<file path="config.mk">
export PLATFORM = sky130hd
export DESIGN_NAME = fault_status_crc
export DESIGN_NICKNAME = d
export VERILOG_FILES = /design/src/inc/fault_crc_pkg.sv /design/src/logic/crc8_byte_step.sv /design/src/logic/fault_status_crc.sv
export SDC_FILE = /design/constraint.sdc
export NUM_CORES = 1
export LEC_CHECK = 0
export ABC_AREA = 1
export BUFFER_PORTS_ARGS = -buffer_cell sky130_fd_sc_hd__buf_2
export CORE_ASPECT_RATIO = 2
export CORE_MARGIN = 8
export CORE_UTILIZATION = 48
export CTS_BUF_LIST = sky130_fd_sc_hd__clkbuf_2
export DETAILED_ROUTE_END_ITERATION = 7
export GPL_ROUTABILITY_DRIVEN = 0
export PLACE_DENSITY = 0.69
export SLEW_MARGIN = 5
export SYNTH_ARGS = -nofsm -noshare
export SYNTH_HDL_FRONTEND = slang
export SYNTH_HIERARCHICAL = 1
export SYNTH_SLANG_ARGS = --single-unit
</file>
<file path="constraint.sdc">
create_clock -name I_CLK -period 4.4 [get_ports I_CLK]
set_clock_uncertainty 0.2 [all_clocks]
set_input_delay 0.88 -clock I_CLK [delete_from_list [all_inputs] [get_ports I_CLK]]
set_output_delay 0.88 -clock I_CLK [all_outputs]
set_load 0.05 [all_outputs]
</file>
<file path="src/inc/fault_crc_pkg.sv">
`default_nettype none

package fault_crc_pkg;

  // ---------------------------------------------------------------------------
  // Status byte layout
  // ---------------------------------------------------------------------------
  localparam int unsigned STAT_POWER_ON_BIT = 7;
  localparam int unsigned STAT_NOT_READY_BIT = 6;
  localparam int unsigned STAT_POS_HIGH_BIT = 5;
  localparam int unsigned STAT_POS_LOW_BIT = 4;
  localparam int unsigned STAT_NEG_HIGH_BIT = 3;
  localparam int unsigned STAT_NEG_LOW_BIT = 2;
  localparam int unsigned STAT_REF_THIRD_BIT = 1;
  localparam int unsigned STAT_REF_FIXED_BIT = 0;

  // Rail vector order used on the comparator ports.
  localparam int unsigned RAIL_POS_HIGH = 3;
  localparam int unsigned RAIL_POS_LOW = 2;
  localparam int unsigned RAIL_NEG_HIGH = 1;
  localparam int unsigned RAIL_NEG_LOW = 0;

  // ---------------------------------------------------------------------------
  // Reset values and encodings
  // ---------------------------------------------------------------------------
  localparam logic RST_POWER_ON_FLAG = 1'h1;
  localparam logic RST_DONE_N = 1'h1;
  localparam logic [1:0] REF_MON_OFF = 2'h0;

  // ---------------------------------------------------------------------------
  // Checksum
  // ---------------------------------------------------------------------------
  localparam logic [8:0] CRC_POLY_FULL = 9'h107;
  localparam logic [7:0] CRC_POLY = CRC_POLY_FULL[7:0];
  localparam logic [7:0] CRC_INIT = 8'h00;
  localparam int unsigned CRC_COVER_BYTES = 3;

  // Frame slots: status, result high, result low, checksum.
  localparam logic [1:0] SLOT_STATUS = 2'h0;
  localparam logic [1:0] SLOT_RES_HI = 2'h1;
  localparam logic [1:0] SLOT_RES_LO = 2'h2;
  localparam logic [1:0] SLOT_CRC = 2'h3;

  typedef enum logic [1:0]
  {
    ST_IDLE = 2'b01,
    ST_SEND = 2'b10
  } read_state_e;

endpackage : fault_crc_pkg

`default_nettype wire

</file>
<file path="src/logic/crc8_byte_step.sv">
`timescale 1ns/1ps
`default_nettype none

// Advances the checksum remainder by one byte, most significant bit first.
// A zero start and a zero leading byte leave the remainder at zero, which the
// frame logic uses to make the optional status byte drop out of the sum.
module crc8_byte_step
(
  input wire logic [7:0] i_crc,
  input wire logic [7:0] i_data,
  output logic [7:0] o_crc
);

  // ---------------------------------------------------------------------------
  // Bitwise long division
  // ---------------------------------------------------------------------------

  // Each step is the subtract-by-XOR of the aligned polynomial.
  always_comb
  begin
    logic [7:0] r;
    r = i_crc ^ i_data;
    for (int i = 0; i < 8; i++)
    begin
      if (r[7])
      begin
        r = {r[6:0], 1'b0} ^ fault_crc_pkg::CRC_POLY;
      end
      else
      begin
        r = {r[6:0], 1'b0};
      end
    end
    o_crc = r;
  end

endmodule : crc8_byte_step

`default_nettype wire

</file>
<file path="src/logic/fault_status_crc.sv">
// How it works
// Bit 6 shows start-up not yet finished.
// Rail flag when output near either supply.
// Four rail flags in bits 5 to 2.
// Rail monitor runs only when enabled.
// Bypassed amplifier: watch converter input instead.
// Rail faults latched, flags change at cycle end.
// Reference compared with 300 mV and third.
// Reference detection needs nonzero enable field.
// Bit 0 below fixed, bit 1 below third.
// Reference flags update as done output falls.
// Checksum byte appended when checksum enabled.
// Checksum covers result and prepended status.
// Polynomial x8+x2+x+1, pattern 100000111.
// Append eight zeros, divide by XOR.
// Host recomputes checksum, rereads on mismatch. The host reader model recomputes it but never compares it or rereads.
// Status byte leads every read when prepending.
// Power-on flag set until written zero.
// Status shows flags of last finished cycle.
// Zero start, no inversion, MSB first.
`timescale 1ns/1ps
`default_nettype none

module fault_status_crc
(
  input wire logic I_CLK,
  input wire logic I_SYS_RST,
  // Comparator levels, vector order pos high, pos low, neg high, neg low.
  input wire logic [3:0] I_AMP_RAIL,
  input wire logic [3:0] I_ADC_IN_RAIL,
  input wire logic I_AMP_BYPASS,
  input wire logic I_RAIL_MON_EN,
  input wire logic I_REF_BELOW_FIXED,
  input wire logic I_REF_BELOW_THIRD,
  input wire logic [1:0] I_MONITOR_ENABLE_FIELD,
  input wire logic I_STARTUP_DONE,
  input wire logic I_POWER_ON_EVENT,
  input wire logic I_CONV_END,
  input wire logic [15:0] I_RESULT,
  input wire logic I_CRC_EN,
  input wire logic I_STATUS_PREPEND_BIT,
  input wire logic I_STATUS_WR,
  input wire logic [7:0] I_STATUS_WDATA,
  input wire logic I_READ_START,
  input wire logic I_BYTE_REQ,
  output logic [7:0] O_STATUS,
  output logic O_CONVERSION_DONE_OUT_N,
  output logic [7:0] O_BYTE,
  output logic O_BYTE_VALID,
  output logic O_BYTE_LAST
);

  // ---------------------------------------------------------------------------
  // State
  // ---------------------------------------------------------------------------

  typedef struct packed
  {
    fault_crc_pkg::read_state_e st;
    logic [3:0] rail_acc;
    logic [1:0] ref_acc;
    logic pos_out_high_flag;
    logic pos_out_low_flag;
    logic neg_out_high_flag;
    logic neg_out_low_flag;
    logic ref_below_third_flag;
    logic ref_below_fixed_flag;
    logic power_on_event_flag;
    logic not_ready;
    logic conversion_done_out_n;
    logic [15:0] result;
    logic [3:0][7:0] frame;
    logic [1:0] idx;
    logic [1:0] last;
    logic [7:0] byte_out;
    logic byte_valid;
    logic byte_last;
  } state_s;

  state_s q;
  state_s d;
  logic [3:0] rail_now;
  logic [1:0] ref_now;
  logic [7:0] status_now;
  logic [3:0][7:0] crc_chain;
  logic [2:0][7:0] crc_data;

  // ---------------------------------------------------------------------------
  // Monitor sources
  // ---------------------------------------------------------------------------

  // The comparators themselves sit in the analog section; only their levels
  // arrive here, already judged against the 0.15 V and reference thresholds.
  assign rail_now = I_RAIL_MON_EN ?
    (I_AMP_BYPASS ? I_ADC_IN_RAIL : I_AMP_RAIL) : 4'h0;
  assign ref_now = (I_MONITOR_ENABLE_FIELD != fault_crc_pkg::REF_MON_OFF) ?
    {I_REF_BELOW_THIRD, I_REF_BELOW_FIXED} : 2'h0;

  // Status byte as read: latched flags only, never the live comparators.
  always_comb
  begin
    status_now = 8'h00;
    status_now[fault_crc_pkg::STAT_POWER_ON_BIT] = q.power_on_event_flag;
    status_now[fault_crc_pkg::STAT_NOT_READY_BIT] = q.not_ready;
    status_now[fault_crc_pkg::STAT_POS_HIGH_BIT] = q.pos_out_high_flag;
    status_now[fault_crc_pkg::STAT_POS_LOW_BIT] = q.pos_out_low_flag;
    status_now[fault_crc_pkg::STAT_NEG_HIGH_BIT] = q.neg_out_high_flag;
    status_now[fault_crc_pkg::STAT_NEG_LOW_BIT] = q.neg_out_low_flag;
    status_now[fault_crc_pkg::STAT_REF_THIRD_BIT] = q.ref_below_third_flag;
    status_now[fault_crc_pkg::STAT_REF_FIXED_BIT] = q.ref_below_fixed_flag;
  end

  // ---------------------------------------------------------------------------
  // Checksum chain
  // ---------------------------------------------------------------------------

  // A zero in the status slot leaves the zero remainder untouched, so one
  // chain serves both the two-byte and the three-byte frame.
  assign crc_data[0] = I_STATUS_PREPEND_BIT ? status_now : 8'h00;
  assign crc_data[1] = q.result[15:8];
  assign crc_data[2] = q.result[7:0];
  assign crc_chain[0] = fault_crc_pkg::CRC_INIT;

  generate
    for (genvar g = 0; g < fault_crc_pkg::CRC_COVER_BYTES; g++)
    begin : g_crc
      crc8_byte_step u_step
      (
        .i_crc(crc_chain[g]),
        .i_data(crc_data[g]),
        .o_crc(crc_chain[g + 1])
      );
    end
  endgenerate

  // ---------------------------------------------------------------------------
  // Next state
  // ---------------------------------------------------------------------------

  always_comb
  begin
    d = q;
    d.byte_valid = 1'b0;
    d.byte_last = 1'b0;
    d.not_ready = ~I_STARTUP_DONE;

    // Faults seen at any point in the cycle stick until its end.
    d.rail_acc = q.rail_acc | rail_now;
    d.ref_acc = q.ref_acc | ref_now;

    // Host clears the power-on flag by writing zero; a new event wins.
    if (I_STATUS_WR && !I_STATUS_WDATA[fault_crc_pkg::STAT_POWER_ON_BIT])
    begin
      d.power_on_event_flag = 1'b0;
    end
    if (I_POWER_ON_EVENT)
    begin
      d.power_on_event_flag = 1'b1;
    end

    // End of conversion: publish the cycle's faults, including this cycle's
    // sample, restart accumulation and drop the done output.
    if (I_CONV_END)
    begin
      d.pos_out_high_flag = d.rail_acc[fault_crc_pkg::RAIL_POS_HIGH];
      d.pos_out_low_flag = d.rail_acc[fault_crc_pkg::RAIL_POS_LOW];
      d.neg_out_high_flag = d.rail_acc[fault_crc_pkg::RAIL_NEG_HIGH];
      d.neg_out_low_flag = d.rail_acc[fault_crc_pkg::RAIL_NEG_LOW];
      d.ref_below_third_flag = d.ref_acc[1];
      d.ref_below_fixed_flag = d.ref_acc[0];
      d.rail_acc = 4'h0;
      d.ref_acc = 2'h0;
      d.result = I_RESULT;
      d.conversion_done_out_n = 1'b0;
    end

    case (q.st)
      fault_crc_pkg::ST_IDLE:
      begin
        d.st = fault_crc_pkg::ST_IDLE;
      end
      fault_crc_pkg::ST_SEND:
      begin
        if (I_BYTE_REQ)
        begin
          d.byte_out = q.frame[q.idx];
          d.byte_valid = 1'b1;
          d.idx = q.idx + 2'h1;
          if (q.idx == q.last)
          begin
            d.byte_last = 1'b1;
            d.st = fault_crc_pkg::ST_IDLE;
          end
        end
      end
      default:
      begin
        d.st = fault_crc_pkg::ST_IDLE;
      end
    endcase

    // A read start snapshots the frame; it also restarts a read in progress.
    // The frame reflects the state before any conversion end in this cycle.
    if (I_READ_START)
    begin
      d.st = fault_crc_pkg::ST_SEND;
      d.frame[fault_crc_pkg::SLOT_STATUS] = status_now;
      d.frame[fault_crc_pkg::SLOT_RES_HI] = q.result[15:8];
      d.frame[fault_crc_pkg::SLOT_RES_LO] = q.result[7:0];
      d.frame[fault_crc_pkg::SLOT_CRC] = crc_chain[fault_crc_pkg::CRC_COVER_BYTES];
      d.idx = I_STATUS_PREPEND_BIT ?
        fault_crc_pkg::SLOT_STATUS : fault_crc_pkg::SLOT_RES_HI;
      d.last = I_CRC_EN ?
        fault_crc_pkg::SLOT_CRC : fault_crc_pkg::SLOT_RES_LO;
      if (!I_CONV_END)
      begin
        d.conversion_done_out_n = 1'b1;
      end
    end
  end

  // ---------------------------------------------------------------------------
  // Registers
  // ---------------------------------------------------------------------------

  // Reset is treated as a power-on event, so the flag comes up set.
  always_ff @(posedge I_CLK)
  begin
    if (I_SYS_RST)
    begin
      q <= '0;
      q.st <= fault_crc_pkg::ST_IDLE;
      q.power_on_event_flag <= fault_crc_pkg::RST_POWER_ON_FLAG;
      q.not_ready <= 1'b1;
      q.conversion_done_out_n <= fault_crc_pkg::RST_DONE_N;
    end
    else
    begin
      q <= d;
    end
  end

  // Outputs come straight from the state register.
  assign O_STATUS = {q.power_on_event_flag, q.not_ready, q.pos_out_high_flag,
    q.pos_out_low_flag, q.neg_out_high_flag, q.neg_out_low_flag,
    q.ref_below_third_flag, q.ref_below_fixed_flag};
  assign O_CONVERSION_DONE_OUT_N = q.conversion_done_out_n;
  assign O_BYTE = q.byte_out;
  assign O_BYTE_VALID = q.byte_valid;
  assign O_BYTE_LAST = q.byte_last;

endmodule : fault_status_crc

`default_nettype wire

</file>
# Word-level counts from Yosys, hierarchy flattened

Cells that the tools add are included.

Register bits: 79
Latch bits: 0
Memory bits (writable): 0
ROM bits: 0
Input port bits: 48
Output and inout port bits: 19
Word-level logic and storage cells: 115
Memories kept: 0

Add/sub/neg operators: 1
Multipliers: 0
Divide/modulo/power cells: 0
Magnitude comparators: 1
Eq/ne operators: 4
Shift operators: 0
Multiplexer cells: 44
Bitwise logic cells: 31
Reductions and logical operators: 12

Operators with widths:

| operator              | number |
|---|---|
| $mux W3               | 24 |
| $not A3 Y3            | 24 |
| $mux W17              | 1 |
| $bmux W8 S2           | 1 |
| $mux W2               | 8 |
| $mux W8               | 2 |
| $xor A8 B8 Y8         | 2 |
| $mux W4               | 3 |
| $ne A3 B3 Y1 const B  | 2 |
| $reduce_and A2 Y1     | 3 |
| $reduce_bool A2 Y1    | 3 |
| $reduce_or A2 Y1      | 3 |
| $mux W1               | 5 |
| $or A4 B4 Y4          | 1 |
| $lt A2 B3 Y1 const B  | 1 |
| $not A1 Y1            | 3 |
| $reduce_or A3 Y1      | 1 |
| $add A2 B1 Y2 const B | 1 |
| $eq A2 B2 Y1          | 1 |
| $eq A2 B2 Y1 const B  | 1 |
| $or A2 B2 Y2          | 1 |
| $logic_and A1 B1 Y1   | 1 |
| $logic_not A1 Y1      | 1 |

# Longest topological paths before layout

Depth after elaboration: 51
Depth in mapped cells: 30
Mapped depth without buffers: 29

# Hierarchy

Netlist, hierarchy kept.

Modules (own cells, without submodules):

| module           | times used | cells an instance | area each (sq um) | seq. area each (sq um) |
|---|---|---|---|---|
| fault_status_crc | 1          | 440               | 3289.4            | 1581.5 |
| crc8_byte_step   | 3          | 80                | 382.9             | 0.0 |

# Worst setup path after synthesis

Ideal clock, no wire load.

Path type: input to register
Start point: input I_STATUS_PREPEND_BIT
End point: register q[40] in the netlist's numbering
Library setup time: 0.122 ns
Data arrival time: 3.141 ns
Required time: 4.078 ns
Slack: 0.938 ns
Stages on the path: 26
Buffers on the path: 1
Cells stage by stage: clkbuf_1 nand2_1 inv_1 inv_1 nand2_1 nand2_2 inv_1 nand2_1 nand2_1 xor2_1 inv_1 nand2_1 nand2_2 nand2_1 nand3_2 nand2_2 nand2_1 nand2_1 xor2_2 inv_1 nand2_1 nand2_1 nand2_1 nand2_1 o21ai_0 a21oi_1

RTL lines:

| item               | line                   | source |
|---|---|---|
| start: declaration | fault_status_crc.sv:41 | `input wire logic I_STATUS_PREPEND_BIT,` |
| end: declaration   | fault_status_crc.sv:80 | `state_s q;` |

==> metrics.yaml <==
run_status:
  status: "complete, no violations"
placement:
  portBuffers: 59
  dpl.cell_count: 814
  dp_hpwl_um: 7880
die:
  rows: 49
  die_y_um: 152
  pin_count: 67
  initial_core_util_pct: 49.2
  fp.dieArea_sq_um: 12800
  die_x_um: 84.0
  core_area_sq_um: 9010
global_route:
  grt_usage_pct: 16.6
  first_global_vias: 3921
  grt_max_degree: 69
  antenna_found_initial: 1
  grt_pass1_wl_um: 17700
  grt_overflow: 0
timing:
  fin_setup_tns_ps: 0
  rsz0062_at_grt: "no"
  post-route-min-period_ps: 3410
  maxSlewViolCount: 0
  min_period_over_period_pct: 77.4
  max_freq_ghz: 0.293
  setup_viol: 0
  hold_viol: 0
  relSlewSlack_pct: 31.4
  worst_pin_slew_ps: 1030
detailed_routing:
  avgViaCountPerCell: 4.90
  drt_iter0_drc: 264
  ant_nets: 0
  first_pass_iters: 5
  vias: 4075
  routed_wl_um: 10600
  wl_per_cell_um: 12.7
  drc: 0
final_layout:
  final_nets: 771
  final_common_cell: "nand2_1"
  mostFrequentLayoutCells: "nand2_1 (233), dfxtp_1 (79), inv_1 (76)"
  syn_to_final_growth_pct: 7.81
  fin_cells: 831
  layout-drive-gt1-share_pct: 14.1
synthesis:
  synth_cell_type_count: 26
  yosys_warnings: 6
  seq_area_frac_synth_pct: 35.6
  syn_area_sq_um: 4440
  avgSynthCellArea_sq_um: 6.53
  ys_ff_latch: 79
  syn-instance-count: 680
cts:
  clkTransAtPathRegs_ps: 260
  clockBufferDepth: 2
  ctsResizeCount: 0
  clock-root-buffer: "clkbuf_2"
  cts_max_level: 3
  cts_tree: "built"
  clk_latency_ps: 550
  cts_sinks: 79
  numCtsBuffers: 9
  ctsHoldBuffers: 0
  cts_setup_buffers: 0
critical_path:
  cp-endpoint: "q[43]"
  crit_path_max_fanout: 9
  cpPeakStageDelay_ps: 290
  required_ps: 4680
  cp-end-kind: "register"
  r2r_start: "O_STATUS[7]"
  critPathTopFamily: "simple AND/OR/NAND/NOR gates"
  worstSetupStartpointType: "input port"
  path_class: "input port to register"
  worst-path-buf-inv: 6
  rr_endpoint: "q[43]"
  worstSetupStartpoint: "I_STATUS_PREPEND_BIT"
  regToRegSetupSlack_ps: 1110
  ff2ff_path_depth: 24
  cp_slowest_cell: "xor2_1"
  crit_top_cell: "nand2_1"
  critPathArrivalTime_ps: 3680
  worst-path-stages: 26
min_path:
  timing.hold.worst.class: "input port to register"
  hold_depth: 2
power_and_ir_drop:
  power.density_nw_per_um2: 433
  irDropWorstVdd_v: 0.000197
  leakagePower_nw: 2.54
  power_mw: 2.07
run:
  drv_cap: 0
## registers in the layout, indices dropped and copies added (netlist names)
signal and count:
O_BYTE 8, O_BYTE_LAST 1, O_BYTE_VALID 1, O_CONVERSION_DONE_OUT_N 1
O_STATUS 8, crc_data 16, q 44
## layout make-up
type / instances / area, sq um
timing repair buffer: 59 / 295
sequential: 79 / 1580
fill: 932 / 4230
tap: 102 / 128
clock buffer: 9 / 45.0
antenna: 1 / 2.50
inverter: 79 / 297
multi-input combinational: 495 / 2330
clock inverter: 7 / 103
## synth_stat cells
cell | instances | share of area, %
o211ai_1 | 12 | 2.0
dfxtp_1 | 79 | 36
o21ai_1 | 2 | 0.23
nand2_2 | 13 | 1.8
buf_2 | 7 | 0.79
inv_1 | 76 | 6.4
buf_4 | 21 | 3.6
xor2_1 | 18 | 3.6
xor2_2 | 3 | 1.1
buf_1 | 1 | 0.084
nand3_2 | 6 | 1.4
a21oi_1 | 20 | 2.3
inv_2 | 3 | 0.25
clkbuf_1 | 8 | 0.68
or2_2 | 1 | 0.14
conb_1 | 1 | 0.084
buf_6 | 5 | 1.3
nand2_1 | 233 | 20
and3_1 | 1 | 0.14
nand3_1 | 34 | 3.8
nor2_1 | 67 | 5.7
nor2_4 | 2 | 0.51
a31oi_1 | 4 | 0.56
o21a_1 | 8 | 1.4
o21ai_0 | 46 | 5.2
xnor2_1 | 9 | 1.8
## through the flow
stage | area (sq um) | hold WS [ps] | utilization (%) | setup WS, ps
after floorplan | 4490 | 224 | - | 938
after global placement | 4630 | 243 | 51.4 | 540
after detailed placement | 4630 | 249 | 51.4 | 453
after CTS | 4780 | 208 | 53.1 | 1040
after global routing | 4780 | 209 | 53.1 | 690
final | 4780 | 250 | 53.1 | 993
## power by group
part / switching (mW) / total, mW / internal [mW]
logic: 0.519 / 0.785 / 0.266
registers: 0.0390 / 0.816 / 0.777
clock network: 0.277 / 0.472 / 0.195
## cells by family after synthesis
kind of cell / Yosys count / share of synthesized area (%)
DFF: 79 / 35.6
other: 1 / 0.0845
AOI/OAI and AO/OA: 92 / 11.6
xor gates and xnor gates: 30 / 6.43
and+or+nand+nor: 357 / 33.2
buffers and inverters: 121 / 13.1
## per-layer routing
layer  wire (um)  GRT usage [%]
met1        4180           17.2
met2        5800           31.0
met3         325           2.46
met4         265           7.79
met5           0              0
## worst min path at each step
stage,startpoint,end,slack (ps)
2_1_floorplan,q[71],q[71],220
3_3_place_gp,q[74],q[74],240
3_5_place_dp,q[76],q[76],250
4_1_cts,I_STARTUP_DONE,O_STATUS[6],210
5_1_grt,I_STARTUP_DONE,O_STATUS[6],210
6_report,I_STARTUP_DONE,O_STATUS[6],250
No activity file was read; power rests on OpenSTA's default activity.
